===== config.mk =====
export PLATFORM = sky130hd
export DESIGN_NAME = efs_startup_protect_seq
export DESIGN_NICKNAME = d
export VERILOG_FILES = /design/src/efs_pkg.sv /design/src/efs_sync.sv /design/src/efs_timer.sv /design/src/efs_startup_protect_seq.sv
export SDC_FILE = /design/constraint.sdc
export NUM_CORES = 1
export LEC_CHECK = 0
export ABC_AREA = 1
export BUFFER_PORTS_ARGS = -buffer_cell sky130_fd_sc_hd__buf_2
export CORE_MARGIN = 1
export CORE_UTILIZATION = 55
export DETAILED_ROUTE_END_ITERATION = 8
export HOLD_SLACK_MARGIN = 0.03
export PLACE_DENSITY_LB_ADDON = 0.2
export SETUP_SLACK_MARGIN = 0.5
export SLEW_MARGIN = 30
export SYNTH_ARGS = -nofsm -noshare
export SYNTH_HDL_FRONTEND = slang
export SYNTH_SLANG_ARGS = --single-unit

===== constraint.sdc =====
create_clock -name pclk -period 2.5 [get_ports pclk]
set_input_delay 0.125 -clock pclk [delete_from_list [all_inputs] [get_ports pclk]]
set_output_delay 0.125 -clock pclk [all_outputs]
set_load 0.02 [all_outputs]

===== src/efs_pkg.sv =====
`default_nettype none
package efs_pkg;
   // Register byte offsets.
   localparam logic [7:0] CTRL_OFS     = 8'h00;
   localparam logic [7:0] STATUS_OFS   = 8'h04;
   localparam logic [7:0] IRQ_STAT_OFS = 8'h08;
   localparam logic [7:0] IRQ_MASK_OFS = 8'h0C;

   // Control register fields, control and interrupt mask reset values.
   localparam int         CTRL_RETRY_BIT  = 0;
   localparam int         CTRL_CLEAR_BIT  = 1;
   localparam logic       CTRL_RETRY_RST  = 1'b0;
   localparam logic [3:0] IRQ_MASK_RST    = 4'h0;

   // Interrupt event bit positions.
   localparam int IRQ_STARTUP_FAULT = 0;
   localparam int IRQ_THERMAL_CUT   = 1;
   localparam int IRQ_OVERVOLT_CUT  = 2;
   localparam int IRQ_SWITCH_ON     = 3;
   localparam int IRQ_WIDTH         = 4;

   // Status register field positions.
   localparam int STAT_SWITCH_BIT = 6;
   localparam int STAT_LINE_BIT   = 7;
   localparam int STAT_FAULT_BIT  = 8;
   localparam int STAT_DRAIN_BIT  = 9;

   // Timing, each figure in its own unit, then converted at the clock rate.
   localparam real CLK_PERIOD_NS           = 25.0;
   localparam real INSERTION_WAIT_TIME_MS  = 13.7;
   localparam real DRAIN_ENABLE_TIME_MS    = 4.66;
   localparam real STARTUP_TIMEOUT_TIME_MS = 215.0;
   localparam real RETRY_TIME_MS           = 107.5;
   localparam real OVERVOLTAGE_CUT_TIME_US = 1.57;
   localparam int  INSERTION_WAIT_CYC  = $rtoi(INSERTION_WAIT_TIME_MS * 1.0e6 / CLK_PERIOD_NS);
   localparam int  DRAIN_ENABLE_CYC    = $rtoi(DRAIN_ENABLE_TIME_MS * 1.0e6 / CLK_PERIOD_NS);
   localparam int  STARTUP_TIMEOUT_CYC = $rtoi(STARTUP_TIMEOUT_TIME_MS * 1.0e6 / CLK_PERIOD_NS);
   localparam int  RETRY_CYC           = $rtoi(RETRY_TIME_MS * 1.0e6 / CLK_PERIOD_NS);
   localparam int  OVERVOLTAGE_CUT_CYC = $rtoi(OVERVOLTAGE_CUT_TIME_US * 1.0e3 / CLK_PERIOD_NS);
   localparam int  TIMER_WIDTH         = 24;

   // Sequencer states, one-hot.
   typedef enum logic [5:0] {
      ST_OFF    = 6'h01,
      ST_INSERT = 6'h02,
      ST_READY  = 6'h04,
      ST_START  = 6'h08,
      ST_ON     = 6'h10,
      ST_FAULT  = 6'h20
   } efs_state_t;
endpackage : efs_pkg
`default_nettype wire


===== src/efs_sync.sv =====
`timescale 1ns/100ps
`default_nettype none
module efs_sync #(
   parameter int WIDTH = 8
) (
   // Clock and reset.
   input  wire logic             pclk,
   input  wire logic             presetn,
   // Asynchronous levels in, synchronised levels out.
   input  wire logic [WIDTH-1:0] async_in,
   output logic      [WIDTH-1:0] sync_out
);
   logic [WIDTH-1:0] stage1;

   always_ff @(posedge pclk or negedge presetn) begin
      if (!presetn) begin
         stage1   <= '0;
         sync_out <= '0;
      end else begin
         stage1   <= async_in;
         sync_out <= stage1;
      end
   end
endmodule : efs_sync
`default_nettype wire


===== src/efs_timer.sv =====
`timescale 1ns/100ps
`default_nettype none
module efs_timer (
   // Clock and reset.
   input  wire logic        pclk,
   input  wire logic        presetn,
   // Control.
   input  wire logic        clear,
   input  wire logic        load,
   input  wire logic [23:0] load_value,
   // Result.
   output logic             expired
);
   logic [23:0] count;
   logic        armed;
   logic [23:0] next_count;
   logic        next_armed;

   always_comb begin
      next_count = count;
      next_armed = armed;
      if (load) begin
         next_count = load_value;
         next_armed = 1'b1;
      end else if (clear) begin
         next_count = 24'h000000;
         next_armed = 1'b0;
      end else if (armed && count != 24'h000000) begin
         next_count = count - 24'h000001;
      end
   end

   always_ff @(posedge pclk or negedge presetn) begin
      if (!presetn) begin
         count <= 24'h000000;
         armed <= 1'b0;
      end else begin
         count <= next_count;
         armed <= next_armed;
      end
   end

   // Stays high after expiry until the timer is reloaded or cleared.
   assign expired = armed && (count == 24'h000000);
endmodule : efs_timer
`default_nettype wire


===== src/efs_startup_protect_seq.sv =====
`timescale 1ns/100ps
`default_nettype none
// Summary of operation
// Wait for bias and input above undervoltage, then run the insertion delay.
// After the delay, switch on only when enable and shared line are both high.
// Keep the switch off whenever enable or the shared line is low.
// Peers in parallel share one line so start, stop and faults happen together.
// Thermal cutoff turns the switch off regardless of anything else.
// Fixed undervoltage on bias and input; enable comparator offers adjustable one.
// Enable decodes to on, intermediate keep-state, and full shutdown levels.
// Intermediate enable held past the drain time turns on output drain.
// Enable below shutdown drops all state and clears latched faults.
// The switch stays off during the insertion delay whatever enable shows.
// Input overvoltage turns the switch off within the cut time.
// After overvoltage clears the switch comes back on through the slew ramp.
// Switch not fully on within startup timeout after line high is a fault.
// A startup fault pulls the fault flag low, then latches or retries.
// Auto-retry waits the retry interval before restarting after a fault.
// Latch-off stays off until cleared; auto-retry restarts after a fixed delay.
// Comparator inputs are synchronised and intervals counted by clocked timers.
module efs_startup_protect_seq #(
   parameter int INSERTION_WAIT_CYC  = efs_pkg::INSERTION_WAIT_CYC,
   parameter int DRAIN_ENABLE_CYC    = efs_pkg::DRAIN_ENABLE_CYC,
   parameter int STARTUP_TIMEOUT_CYC = efs_pkg::STARTUP_TIMEOUT_CYC,
   parameter int RETRY_CYC           = efs_pkg::RETRY_CYC
) (
   // Clock and reset.
   input  wire logic        pclk,
   input  wire logic        presetn,
   // APB slave.
   input  wire logic        psel,
   input  wire logic        penable,
   input  wire logic        pwrite,
   input  wire logic [7:0]  paddr,
   input  wire logic [31:0] pwdata,
   output logic             pready,
   output logic [31:0]      prdata,
   output logic             pslverr,
   // Comparator levels, asynchronous.
   input  wire logic        supply_low_guard,
   input  wire logic        input_ok,
   input  wire logic        enable_lockout_input,
   input  wire logic        enable_awake,
   input  wire logic        input_high_guard,
   input  wire logic        thermal_cutoff,
   input  wire logic        switch_full_on,
   // Shared open-drain switch-enable line.
   input  wire logic        shared_switch_on_line_in,
   output logic             shared_switch_on_line_out,
   output logic             shared_switch_on_line_oe,
   // Open-drain fault flag.
   output logic             fault_flag_out_out,
   output logic             fault_flag_out_oe,
   // Power stage controls.
   output logic             pass_switch_on,
   output logic             slew_ramp_control,
   output logic             quick_output_drain,
   // Interrupt.
   output logic             irq
);
   efs_pkg::efs_state_t state;
   efs_pkg::efs_state_t next_state;
   logic [7:0]          s_in;
   logic                s_bias;
   logic                s_vin;
   logic                s_en_on;
   logic                s_en_awake;
   logic                s_over;
   logic                s_hot;
   logic                s_line;
   logic                s_full;
   logic                seq_exp;
   logic                seq_load;
   logic [23:0]         seq_value;
   logic                drain_exp;
   logic                band;
   logic                band_q;
   logic                fault_latched;
   logic                next_fault_latched;
   logic                next_switch;
   logic                next_line_oe;
   logic                fault_event;
   logic                retry_en;
   logic                next_retry_en;
   logic [3:0]          irq_stat;
   logic [3:0]          next_irq_stat;
   logic [3:0]          irq_mask;
   logic [3:0]          next_irq_mask;
   logic [3:0]          irq_event;
   logic                next_pready;
   logic [31:0]         next_prdata;
   logic                next_pslverr;
   logic                acc;
   logic                wr;
   logic                rd;
   logic                clear_req;
   logic                supply_ok;

   // Two-stage synchronisers.
   efs_sync #(.WIDTH(8)) u_sync (
      .pclk     (pclk),
      .presetn  (presetn),
      .async_in ({switch_full_on, shared_switch_on_line_in, thermal_cutoff, input_high_guard,
                  enable_awake, enable_lockout_input, input_ok, supply_low_guard}),
      .sync_out (s_in)
   );
   assign {s_full, s_line, s_hot, s_over, s_en_awake, s_en_on, s_vin, s_bias} = s_in;
   // Both fixed lockouts.
   assign supply_ok = s_bias && s_vin;
   // Intermediate enable band.
   assign band = s_en_awake && !s_en_on;

   // Sequence interval timer.
   efs_timer u_seq_timer (
      .pclk       (pclk),
      .presetn    (presetn),
      .clear      (1'b0),
      .load       (seq_load),
      .load_value (seq_value),
      .expired    (seq_exp)
   );

   // Drain timer restarts on each entry into the band.
   efs_timer u_drain_timer (
      .pclk       (pclk),
      .presetn    (presetn),
      .clear      (!band),
      .load       (band && !band_q),
      .load_value (DRAIN_ENABLE_CYC[23:0]),
      .expired    (drain_exp)
   );

   // APB decode; one wait state so every read word comes from a register.
   assign acc       = psel && penable && pready;
   assign wr        = acc && pwrite;
   assign rd        = acc && !pwrite;
   assign clear_req = wr && paddr == efs_pkg::CTRL_OFS && pwdata[efs_pkg::CTRL_CLEAR_BIT];

   always_comb begin
      next_state         = state;
      next_fault_latched = fault_latched;
      fault_event        = 1'b0;
      // Shutdown level wipes all state, faults included.
      if (!s_en_awake) begin
         next_state         = efs_pkg::ST_OFF;
         next_fault_latched = 1'b0;
      // Thermal cutoff while conducting is a fault.
      end else if (s_hot && (state == efs_pkg::ST_START || state == efs_pkg::ST_ON)) begin
         next_state         = efs_pkg::ST_FAULT;
         next_fault_latched = 1'b1;
      end else begin
         case (state)
            efs_pkg::ST_OFF: begin
               // Both supplies good starts the insertion wait.
               if (supply_ok) begin
                  next_state = efs_pkg::ST_INSERT;
               end
            end
            efs_pkg::ST_INSERT: begin
               if (!supply_ok) begin
                  next_state = efs_pkg::ST_OFF;
               end else if (seq_exp) begin
                  next_state = efs_pkg::ST_READY;
               end
            end
            efs_pkg::ST_READY: begin
               // Sample enable and shared line together.
               if (!supply_ok) begin
                  next_state = efs_pkg::ST_OFF;
               end else if (s_en_on && s_line && !s_over) begin
                  next_state = efs_pkg::ST_START;
               end
            end
            efs_pkg::ST_START: begin
               if (!s_en_on || !s_line || s_over || !supply_ok) begin
                  next_state = efs_pkg::ST_READY;
               end else if (s_full) begin
                  next_state = efs_pkg::ST_ON;
               // Timeout without full turn-on.
               end else if (seq_exp) begin
                  next_state         = efs_pkg::ST_FAULT;
                  next_fault_latched = 1'b1;
                  fault_event        = 1'b1;
               end
            end
            efs_pkg::ST_ON: begin
               // Overvoltage drops back to wait for recovery.
               if (!s_en_on || !s_line || s_over || !supply_ok) begin
                  next_state = efs_pkg::ST_READY;
               end
            end
            efs_pkg::ST_FAULT: begin
               // Latch-off leaves only on a clear; retry after its delay.
               if (clear_req || (retry_en && seq_exp)) begin
                  next_state         = efs_pkg::ST_READY;
                  next_fault_latched = 1'b0;
               end
            end
            default: begin
               next_state = efs_pkg::ST_OFF;
            end
         endcase
      end
   end

   // Timer reload on entry to a timed state.
   always_comb begin
      seq_load  = (next_state != state);
      seq_value = 24'h000000;
      case (next_state)
         efs_pkg::ST_INSERT: seq_value = INSERTION_WAIT_CYC[23:0];
         efs_pkg::ST_START:  seq_value = STARTUP_TIMEOUT_CYC[23:0];
         efs_pkg::ST_FAULT:  seq_value = RETRY_CYC[23:0];
         default:            seq_load  = 1'b0;
      endcase
   end

   // Switch gated by enable, line, overvoltage and thermal every cycle.
   assign next_switch = (next_state == efs_pkg::ST_START || next_state == efs_pkg::ST_ON)
                        && s_en_on && s_line && !s_over && !s_hot;
   // Hold the shared line low whenever this device cannot conduct.
   assign next_line_oe = !(next_state == efs_pkg::ST_READY || next_state == efs_pkg::ST_START
                           || next_state == efs_pkg::ST_ON) || s_over || s_hot || !s_en_on;

   assign irq_event[efs_pkg::IRQ_STARTUP_FAULT] = fault_event;
   assign irq_event[efs_pkg::IRQ_THERMAL_CUT]   = s_hot && pass_switch_on;
   assign irq_event[efs_pkg::IRQ_OVERVOLT_CUT]  = s_over && pass_switch_on;
   assign irq_event[efs_pkg::IRQ_SWITCH_ON]     = next_state == efs_pkg::ST_ON
                                                  && state != efs_pkg::ST_ON;

   always_comb begin
      next_retry_en = retry_en;
      next_irq_mask = irq_mask;
      next_irq_stat = irq_stat;
      next_pready   = psel && penable && !pready;
      next_prdata   = 32'h00000000;
      next_pslverr  = 1'b0;
      if (wr && paddr == efs_pkg::CTRL_OFS) begin
         next_retry_en = pwdata[efs_pkg::CTRL_RETRY_BIT];
      end else if (wr && paddr == efs_pkg::IRQ_MASK_OFS) begin
         next_irq_mask = pwdata[3:0];
      end
      // Only bits already returned are cleared, so a late event is never lost.
      if (rd && paddr == efs_pkg::IRQ_STAT_OFS) begin
         next_irq_stat = irq_stat & ~prdata[3:0];
      end
      next_irq_stat = next_irq_stat | irq_event;
      if (psel && penable && !pready) begin
         if (paddr == efs_pkg::CTRL_OFS) begin
            next_prdata[efs_pkg::CTRL_RETRY_BIT] = retry_en;
         end else if (paddr == efs_pkg::STATUS_OFS) begin
            next_prdata[5:0]                      = state;
            next_prdata[efs_pkg::STAT_SWITCH_BIT] = pass_switch_on;
            next_prdata[efs_pkg::STAT_LINE_BIT]   = s_line;
            next_prdata[efs_pkg::STAT_FAULT_BIT]  = fault_latched;
            next_prdata[efs_pkg::STAT_DRAIN_BIT]  = quick_output_drain;
         end else if (paddr == efs_pkg::IRQ_STAT_OFS) begin
            next_prdata[3:0] = irq_stat;
         end else if (paddr == efs_pkg::IRQ_MASK_OFS) begin
            next_prdata[3:0] = irq_mask;
         end else begin
            next_pslverr = 1'b1;
         end
      end
   end

   always_ff @(posedge pclk or negedge presetn) begin
      if (!presetn) begin
         state                     <= efs_pkg::ST_OFF;
         fault_latched             <= 1'b0;
         band_q                    <= 1'b0;
         pass_switch_on            <= 1'b0;
         slew_ramp_control         <= 1'b0;
         quick_output_drain        <= 1'b0;
         shared_switch_on_line_out <= 1'b0;
         shared_switch_on_line_oe  <= 1'b1;
         fault_flag_out_out        <= 1'b0;
         fault_flag_out_oe         <= 1'b0;
         retry_en                  <= efs_pkg::CTRL_RETRY_RST;
         irq_mask                  <= efs_pkg::IRQ_MASK_RST;
         irq_stat                  <= 4'h0;
         irq                       <= 1'b0;
         pready                    <= 1'b0;
         prdata                    <= 32'h00000000;
         pslverr                   <= 1'b0;
      end else begin
         state                     <= next_state;
         fault_latched             <= next_fault_latched;
         band_q                    <= band;
         pass_switch_on            <= next_switch;
         // Every turn-on, including overvoltage recovery, ramps.
         slew_ramp_control         <= next_switch && next_state == efs_pkg::ST_START;
         // Drain once the band has lasted past the drain time.
         quick_output_drain        <= band && drain_exp;
         shared_switch_on_line_out <= 1'b0;
         shared_switch_on_line_oe  <= next_line_oe;
         fault_flag_out_out        <= 1'b0;
         // Fault flag pulled low while a fault is latched.
         fault_flag_out_oe         <= next_fault_latched;
         retry_en                  <= next_retry_en;
         irq_mask                  <= next_irq_mask;
         irq_stat                  <= next_irq_stat;
         irq                       <= |(next_irq_stat & next_irq_mask);
         pready                    <= next_pready;
         prdata                    <= next_prdata;
         pslverr                   <= next_pslverr;
      end
   end
endmodule : efs_startup_protect_seq
`default_nettype wire


==> summary.txt, run 1 <==
Final layout
  – Commonest non-fill, non-tap cell in the layout: nand2_1
  – Fillers: 633
  – Most frequent cells in the layout: nand2_1 (99), dfrtp_1 (94), buf_4 (73)
  – Synthesis-to-finish area growth: 38.1%
  – Fraction of layout cells with a size suffix above 1: 38.0%
  – Sequential cell area: 2510 µm²
  – Post-route insts no fill: 940
  – Design area: 7340 µm²
  – Fin util: 79.0%
  – Antenna Cells: 0
  – Fin nets: 862
  – Area of the multi-input gates: 2960 µm²

Synth
  – Synth Area per Inst: 8.16 µm²
  – Ys Warns: 0
  – Synth Instances: 651
  – Synthesized area: 5310 µm²
  – Synthesized flop and latch total: 100
  – Register area share after synthesis: 47.2%
  – Synth cell types: 49

Die
  – Io pins: 95
  – Overall die height: 100 µm
  – Die ar.: 10100 µm²
  – Row cnt: 35
  – Core area: 9280 µm²
  – Initial Utilization: 57.2%
  – Die Wd: 100 µm

CTS
  – Clock Path Buffers: 2
  – CTS tree: done
  – Worst-skew pair later-pin latency: 0.38 ns
  – Clock-pin slew on the worst setup and hold paths: 0.10 ns
  – CTS root buf: clkbuf_8
  – Clk sinks: 100
  – Total CTS buffers: 9
  – CTS H-tree lvls: 3

Global routing
  – GRT Total Usage: 28.3%
  – Vias in the first global route: 4797
  – Initial antenna violation count: 0
  – Overflow after GRT: 0
  – Global-route wire length before repair: 22.0 mm
  – Pin count of the biggest net entering global routing: 55

Setup path
  – Critical path class: reg2reg
  – Arrival @ worst endpoint: 2.87 ns
  – Crit path required time: 2.82 ns
  – Crit path max fanout: 8
  – Critical Path Sink Type: flop
  – Setup slack, reg-to-reg: -0.05 ns
  – Worst path cell trace: inv_2, ha_4, nand2_4, nor2_4, buf_6, nand4_4, buf_6, a21oi_2, nand3_2, nand3_2, nand3_2, nor2_4, nand3_4, nand2_8, buf_12, nand2_2, nand2_1, nand2_1, nand2_1
  – Crit-path max cell delay: 0.41 ns
  – Slowest CP cell: dfrtp_1
  – Startpoint types: flop

Placement
  – GPL Wtd Cong: 0.915
  – Post-DP HPWL: 9.14 mm
  – DP Worst Slack: 0.0338 ns
  – Dpl cells: 865
  – Number of I/O port buffers: 42
  – Placed Area: 5980 µm²

Power
  – Pwr Density: 605 nW/µm²
  – Switching portion of total power: 34.8%
  – Combinational share of power: 32.5%
  – Pwr Total: 4.44 mW
  – Clock power share: 25.4%
  – Seq pwr share: 42.1%
  – Switching power total: 1.54 mW
  – Max VDD drop: 397 µV
  – Internal: 2.89 mW
  – Leakage: 3.55 nW

Timing
  – RSZ-0062 raised after global routing: yes
  – Post-Route Skew: 0.0114 ns
  – Setup violations, final: 4
  – Max-slew headroom: 56.2%
  – Setup TNS: -0.106 ns
  – PnR worst setup slack: -0.0462 ns
  – Final Critical Period: 2.55 ns
  – Max Freq: 393 MHz
  – Measured slew at the worst slew-check pin: 0.655 ns
  – WHS: 0.0857 ns
  – Tcrit/Tclk final: 102%
  – Final-report max-slew violation count: 0
  – Final Hold Fails: 0

Drt
  – Detail Route Antenna Nets: 0
  – DRT Pass-1 Iters: 6
  – Vias: 5105
  – Wirelength per Cell: 16.0 µm
  – Detailed Route WL: 15.0 mm
  – Initial detailed-routing violation count: 249
  – Residual DRC count: 0
  – DR vias/cell: 5.43

Run status
  – Failing checks: setup timing
  – Status: finished with violations

Run
  – Max-Cap Viols: 0

Worst hold path
  – Hold Crit Class: in2reg
## registers in the layout, summed over array words and instances (netlist names)
register / flops
u_seq_timer.count: 24
slew_ramp_control: 1
prdata: 10
irq_mask: 4
u_seq_timer.armed: 1
irq_stat: 4
pass_switch_on: 1
shared_switch_on_line_oe: 1
pslverr: 1
irq: 1
pready: 1
u_drain_timer.count: 24
u_sync.stage1: 8
band_q: 1
u_sync.sync_out: 8
fault_latched: 1
state: 6
quick_output_drain: 1
retry_en: 1
u_drain_timer.armed: 1
## cells by family after synthesis
| kind of cell | Yosys count | share of synthesized area (%) |
|---|---|---|
| AO/OA/AOI/OAI | 75 | 8.06 |
| adder cells (fa/ha/maj) | 3 | 0.707 |
| XOR/XNOR | 23 | 3.79 |
| other | 1 | 0.0706 |
| flip-flops | 100 | 47.2 |
| AND/OR/NAND/NOR | 336 | 29.9 |
| multiplexers | 3 | 0.636 |
| buffers and inverters | 110 | 9.71 |
## synth_stat cells, drive strengths merged
library cell,count,area (µm²)
nand3,40,243
nor2,93,394
o22ai,1,6.26
a311oi,1,8.76
a21oi,21,113
a22oi,1,7.51
ha,3,37.5
a31oi,6,37.5
dfstp,2,52.6
xnor2,11,96.3
a211oi,1,7.51
nor3b,1,7.51
o21a,1,7.51
nand4,13,87.6
o2111ai,1,8.76
dfrtp,98,2450
mux2,3,33.8
nor4,10,68.8
nand3b,4,30.0
o31ai,2,15.0
inv,81,307
or2,5,33.8
nor3,32,170
a221oi,3,26.3
a32o,1,10.0
clkbuf,1,3.75
nand2,138,551
conb,1,3.75
buf,28,205
o21ai,36,180
xor2,12,105
## area by class of cell
| class | count | share of cell area, % |
|---|---|---|
| multi-input cells | 464 | 40.4 |
| flip-flops and latches | 100 | 34.2 |
| repair buffers | 150 | 15.9 |
| inverters | 81 | 4.40 |
| well taps | 129 | 2.20 |
| clock buffers | 9 | 1.69 |
| clock inverters | 7 | 1.25 |
## final timing paths
kind / start / to / depth (start not counted)
max: u_seq_timer.count[1] / u_seq_timer.count[16] / 19
min: paddr[3] / prdata[0] / 3
max reg2reg: u_seq_timer.count[1] / u_seq_timer.count[16] / 19
min reg2reg: u_sync.stage1[4] / u_sync.sync_out[4] / 0
max in group asynchronous: presetn / state[0] / 3
min in group asynchronous: presetn / irq_mask[3] / 2
## routing by layer
| layer | up-vias | global-route usage (%) | wire length [µm] |
|---|---|---|---|
| li1 | 2391 | - | - |
| met1 | 2478 | 35.3 | 6160 |
| met2 | 194 | 48.2 | 7690 |
| met3 | 42 | 5.99 | 759 |
| met4 | 0 | 11.3 | 423 |
| met5 | - | 0 | 0 |
## power groups by stage
stage,Sequential (mW),Combinational [mW],Clock (mW)
final,1.87,1.44,1.13
after global routing,1.88,1.57,1.21
after CTS,1.86,1.12,1.15
after detailed placement,1.88,0.942,0
after global placement,1.87,0.903,0
after floorplan,1.87,0.553,0
## worst max-delay path, delay by kind of cell (launching register included)
kind / cells / cell delay (ns)
AO/OA/AOI/OAI: 1 / 0.13
adder cells (fa/ha/maj): 1 / 0.15
buffers and inverters: 4 / 0.54
flip-flops: 1 / 0.41
AND/OR/NAND/NOR: 13 / 1.26
## repair_timing
action / 4_1_cts / 5_1_grt
endpoints found under the setup margin: 43 / 48
resized for setup: 46 / 142
setup buffers: 18 / 28
gates cloned: 0 / 0
hold buffers: 13 / 0
hold endpoints to repair: 57 / 0
pin swaps: 19 / 45
No activity file was read; power rests on OpenSTA's default activity.
==> run 2: changes to the inputs <==
Settings changed: CORE_UTILIZATION 55 to 51.
Clock period 2.5 ns to 2.1 ns, I/O delays scaled along.
==> summary.txt, run 2 (same netlist as run 1, synthesis figures left out) <==
Die
  – Overall die height: 104 µm (+3.8%)
  – Io pins: 95 (unchanged)
  – Core area: 9950 µm² (+7.2%)
  – Die Wd: 104 µm (+3.8%)
  – Initial Utilization: 53.3% (-3.9 points)
  – Die ar.: 10800 µm² (+7.7%)
  – Row cnt: 36 (+2.9%)

Setup path
  – Crit-path max cell delay: 0.41 ns (about the same)
  – Slowest CP cell: dfrtp_1
  – Worst path bufs/invs: 4 (unchanged)
  – Critical path class: reg2reg
  – Arrival @ worst endpoint: 2.71 ns (-0.16 ns)
  – Worst path cell trace: inv_2, ha_4, nand2_4, nor2_4, buf_6, nand4_4, a21oi_2, nand3_2, nand2_2, buf_6, nand3_2, nand2_4, inv_4, or2_1
  – Critical Path End: u_seq_timer.armed
  – Levels on crit path: 14 (-5)
  – Crit path required time: 2.38 ns (-0.44 ns)
  – FF-to-FF Start: u_seq_timer.count[1]
  – Cell depth of the worst flop-to-flop path: 14 (-5)
  – Startpoint types: flop
  – Crit path max-delay family: simple AND/OR/NAND/NOR gates
  – Setup slack, reg-to-reg: -0.33 ns (-0.28 ns)
  – Critical Path Sink Type: flop
  – Crit path launch: u_seq_timer.count[1]
  – RR Endpoint: u_seq_timer.armed
  – Crit path max fanout: 7 (-1)

Timing
  – Setup TNS: -6.85 ns (-6.75 ns)
  – WHS: 0.0695 ns (-0.0162 ns)
  – PnR worst setup slack: -0.330 ns (-0.284 ns)
  – Tcrit/Tclk final: 116% (+14 points)
  – Setup violations, final: 25 (+21)
  – RSZ-0062 raised after global routing: yes
  – Post-Route Skew: 0.0162 ns (+0.00471 ns)
  – Max Freq: 412 MHz (+4.8%)
  – Final-report max-slew violation count: 0 (unchanged)
  – Final Critical Period: 2.43 ns (-0.116 ns)
  – Final Hold Fails: 0 (unchanged)

CTS
  – Clock Path Buffers: 2 (unchanged)
  – Worst-skew pair later-pin latency: 0.40 ns (+0.02 ns)
  – Clock-pin slew on the worst setup and hold paths: 0.11 ns (about the same)
  – CTS root buf: clkbuf_8
  – Total CTS buffers: 9 (unchanged)
  – Clk sinks: 100 (unchanged)
  – CTS H-tree lvls: 3 (unchanged)
  – CTS tree: done

Drt
  – Initial detailed-routing violation count: 290 (+16%)
  – DRT Pass-1 Iters: 5 (-1)
  – DR vias/cell: 5.36 (-1.3%)
  – Detail Route Antenna Nets: 0 (unchanged)
  – Vias: 5447 (+6.7%)
  – Wirelength per Cell: 16.4 µm (+2.2%)
  – Detailed Route WL: 16.6 mm (+10%)
  – Residual DRC count: 0 (unchanged)

Placement
  – GPL Wtd Cong: 0.925 (+1.1%)
  – Dpl cells: 926 (+7.1%)
  – Number of I/O port buffers: 42 (unchanged)
  – Post-DP HPWL: 10.0 mm (+9.6%)
  – Placed Area: 6480 µm² (+8.4%)
  – DP Worst Slack: -0.309 ns (-0.342 ns)

Global routing
  – Pin count of the biggest net entering global routing: 40 (-27%)
  – Global-route wire length before repair: 25.5 mm (+16%)
  – Overflow after GRT: 0 (unchanged)
  – GRT Total Usage: 29.7% (+1.4 points)
  – Initial antenna violation count: 0 (unchanged)
  – Vias in the first global route: 5430 (+13%)

Run status
  – Status: finished with violations
  – Failing checks: setup timing

Power
  – Pwr Density: 680 nW/µm² (+12%)
  – Max VDD drop: 531 µV (+34%)
  – Pwr Total: 5.56 mW (+25%)
  – Leakage: 3.95 nW (+11%)

Final layout
  – Fraction of layout cells with a size suffix above 1: 46.3% (+8.3 points)
  – Post-route insts no fill: 1016 (+8.1%)
  – Synthesis-to-finish area growth: 53.9%
  – Largest registers: u_drain_timer.count (24), u_seq_timer.count (24), prdata (10)
  – Antenna Cells: 0 (unchanged)
  – Design area: 8170 µm² (+11%)
  – Fin nets: 934 (+8.4%)
  – Commonest non-fill, non-tap cell in the layout: buf_4
  – Fin util: 82.1% (+3.1 points)
  – Most frequent cells in the layout: buf_4 (124), nand2_1 (99), dfrtp_1 (95)

Run
  – Max-Cap Viols: 0 (unchanged)

Worst hold path
  – Hold Crit Class: in2reg
[run 2: cell count changes in the layout (fill, tap and decap cells not counted), sizes merged]
| cell | before | now |
|---|---|---|
| nand2 | 138 | 139 |
| clkinv | 1 | 2 |
| inv | 84 | 85 |
| buf | 137 | 208 |
| bufinv | 1 | 0 |
| clkinvlp | 2 | 1 |
[run 2: power breakdown]
part | total (mW) | internal [mW] | switching [mW]
Combinational | 2.06 | 0.999 | 1.06
Sequential | 2.23 | 2.09 | 0.140
Clock | 1.27 | 0.472 | 0.795
Total | 5.56 | 3.56 | 2.00
[run 2: worst min path at each step]
| stage | endpoint | slack [ns] | cells after the start | from |
|---|---|---|---|---|
| floorplan | band_q | -0.19 | 0 | presetn |
| global placement | pslverr | 0.07 | 1 | presetn |
| detailed placement | pslverr | 0.09 | 1 | presetn |
| CTS | prdata[0] | 0.06 | 3 | paddr[3] |
| global route | prdata[0] | 0.07 | 3 | paddr[3] |
| finish | prdata[0] | 0.07 | 3 | paddr[3] |
[run 2: worst register-to-register path, cell delays in order, from the launching register on]
cell,delay [ns]
dfrtp_1,0.41
inv_2,0.09
ha_4,0.14
nand2_4,0.05
nor2_4,0.12
buf_6,0.11
nand4_4,0.16
a21oi_2,0.19
nand3_2,0.13
nand2_2,0.13
buf_6,0.15
nand3_2,0.18
nand2_4,0.22
inv_4,0.07
or2_1,0.21
[run 2: repair_timing]
item                       in CTS  in global routing
hold endpoints to repair       41                  0
hold buffers                   13                  0
resized for setup             129                102
setup buffers                  41                 19
cloned                          1                  0
pin swaps                      40                 44
setup endpoints to repair      61                 62
[run 2: layout make-up]
| type | count | area [µm²] |
|---|---|---|
| flip-flops and latches | 100 | 2510 |
| clock buffers | 9 | 124 |
| well taps | 133 | 166 |
| repair buffers | 221 | 1760 |
| multi-input cells | 465 | 3210 |
| fillers | 582 | 1780 |
| inverters | 81 | 327 |
| clock inverters | 7 | 75.1 |
[run 2: per-layer routing]
layer  vias up  GRT usage, %  part of all wire [%]  wire length [µm]
met1      2652          36.0                    40              6690
met2       207          51.7                    51              8550
met4         0          13.3                   3.6               597
met5         -             0                     0                 0
li1       2535             -                     -                 -
met3        53          5.26                   4.7               776
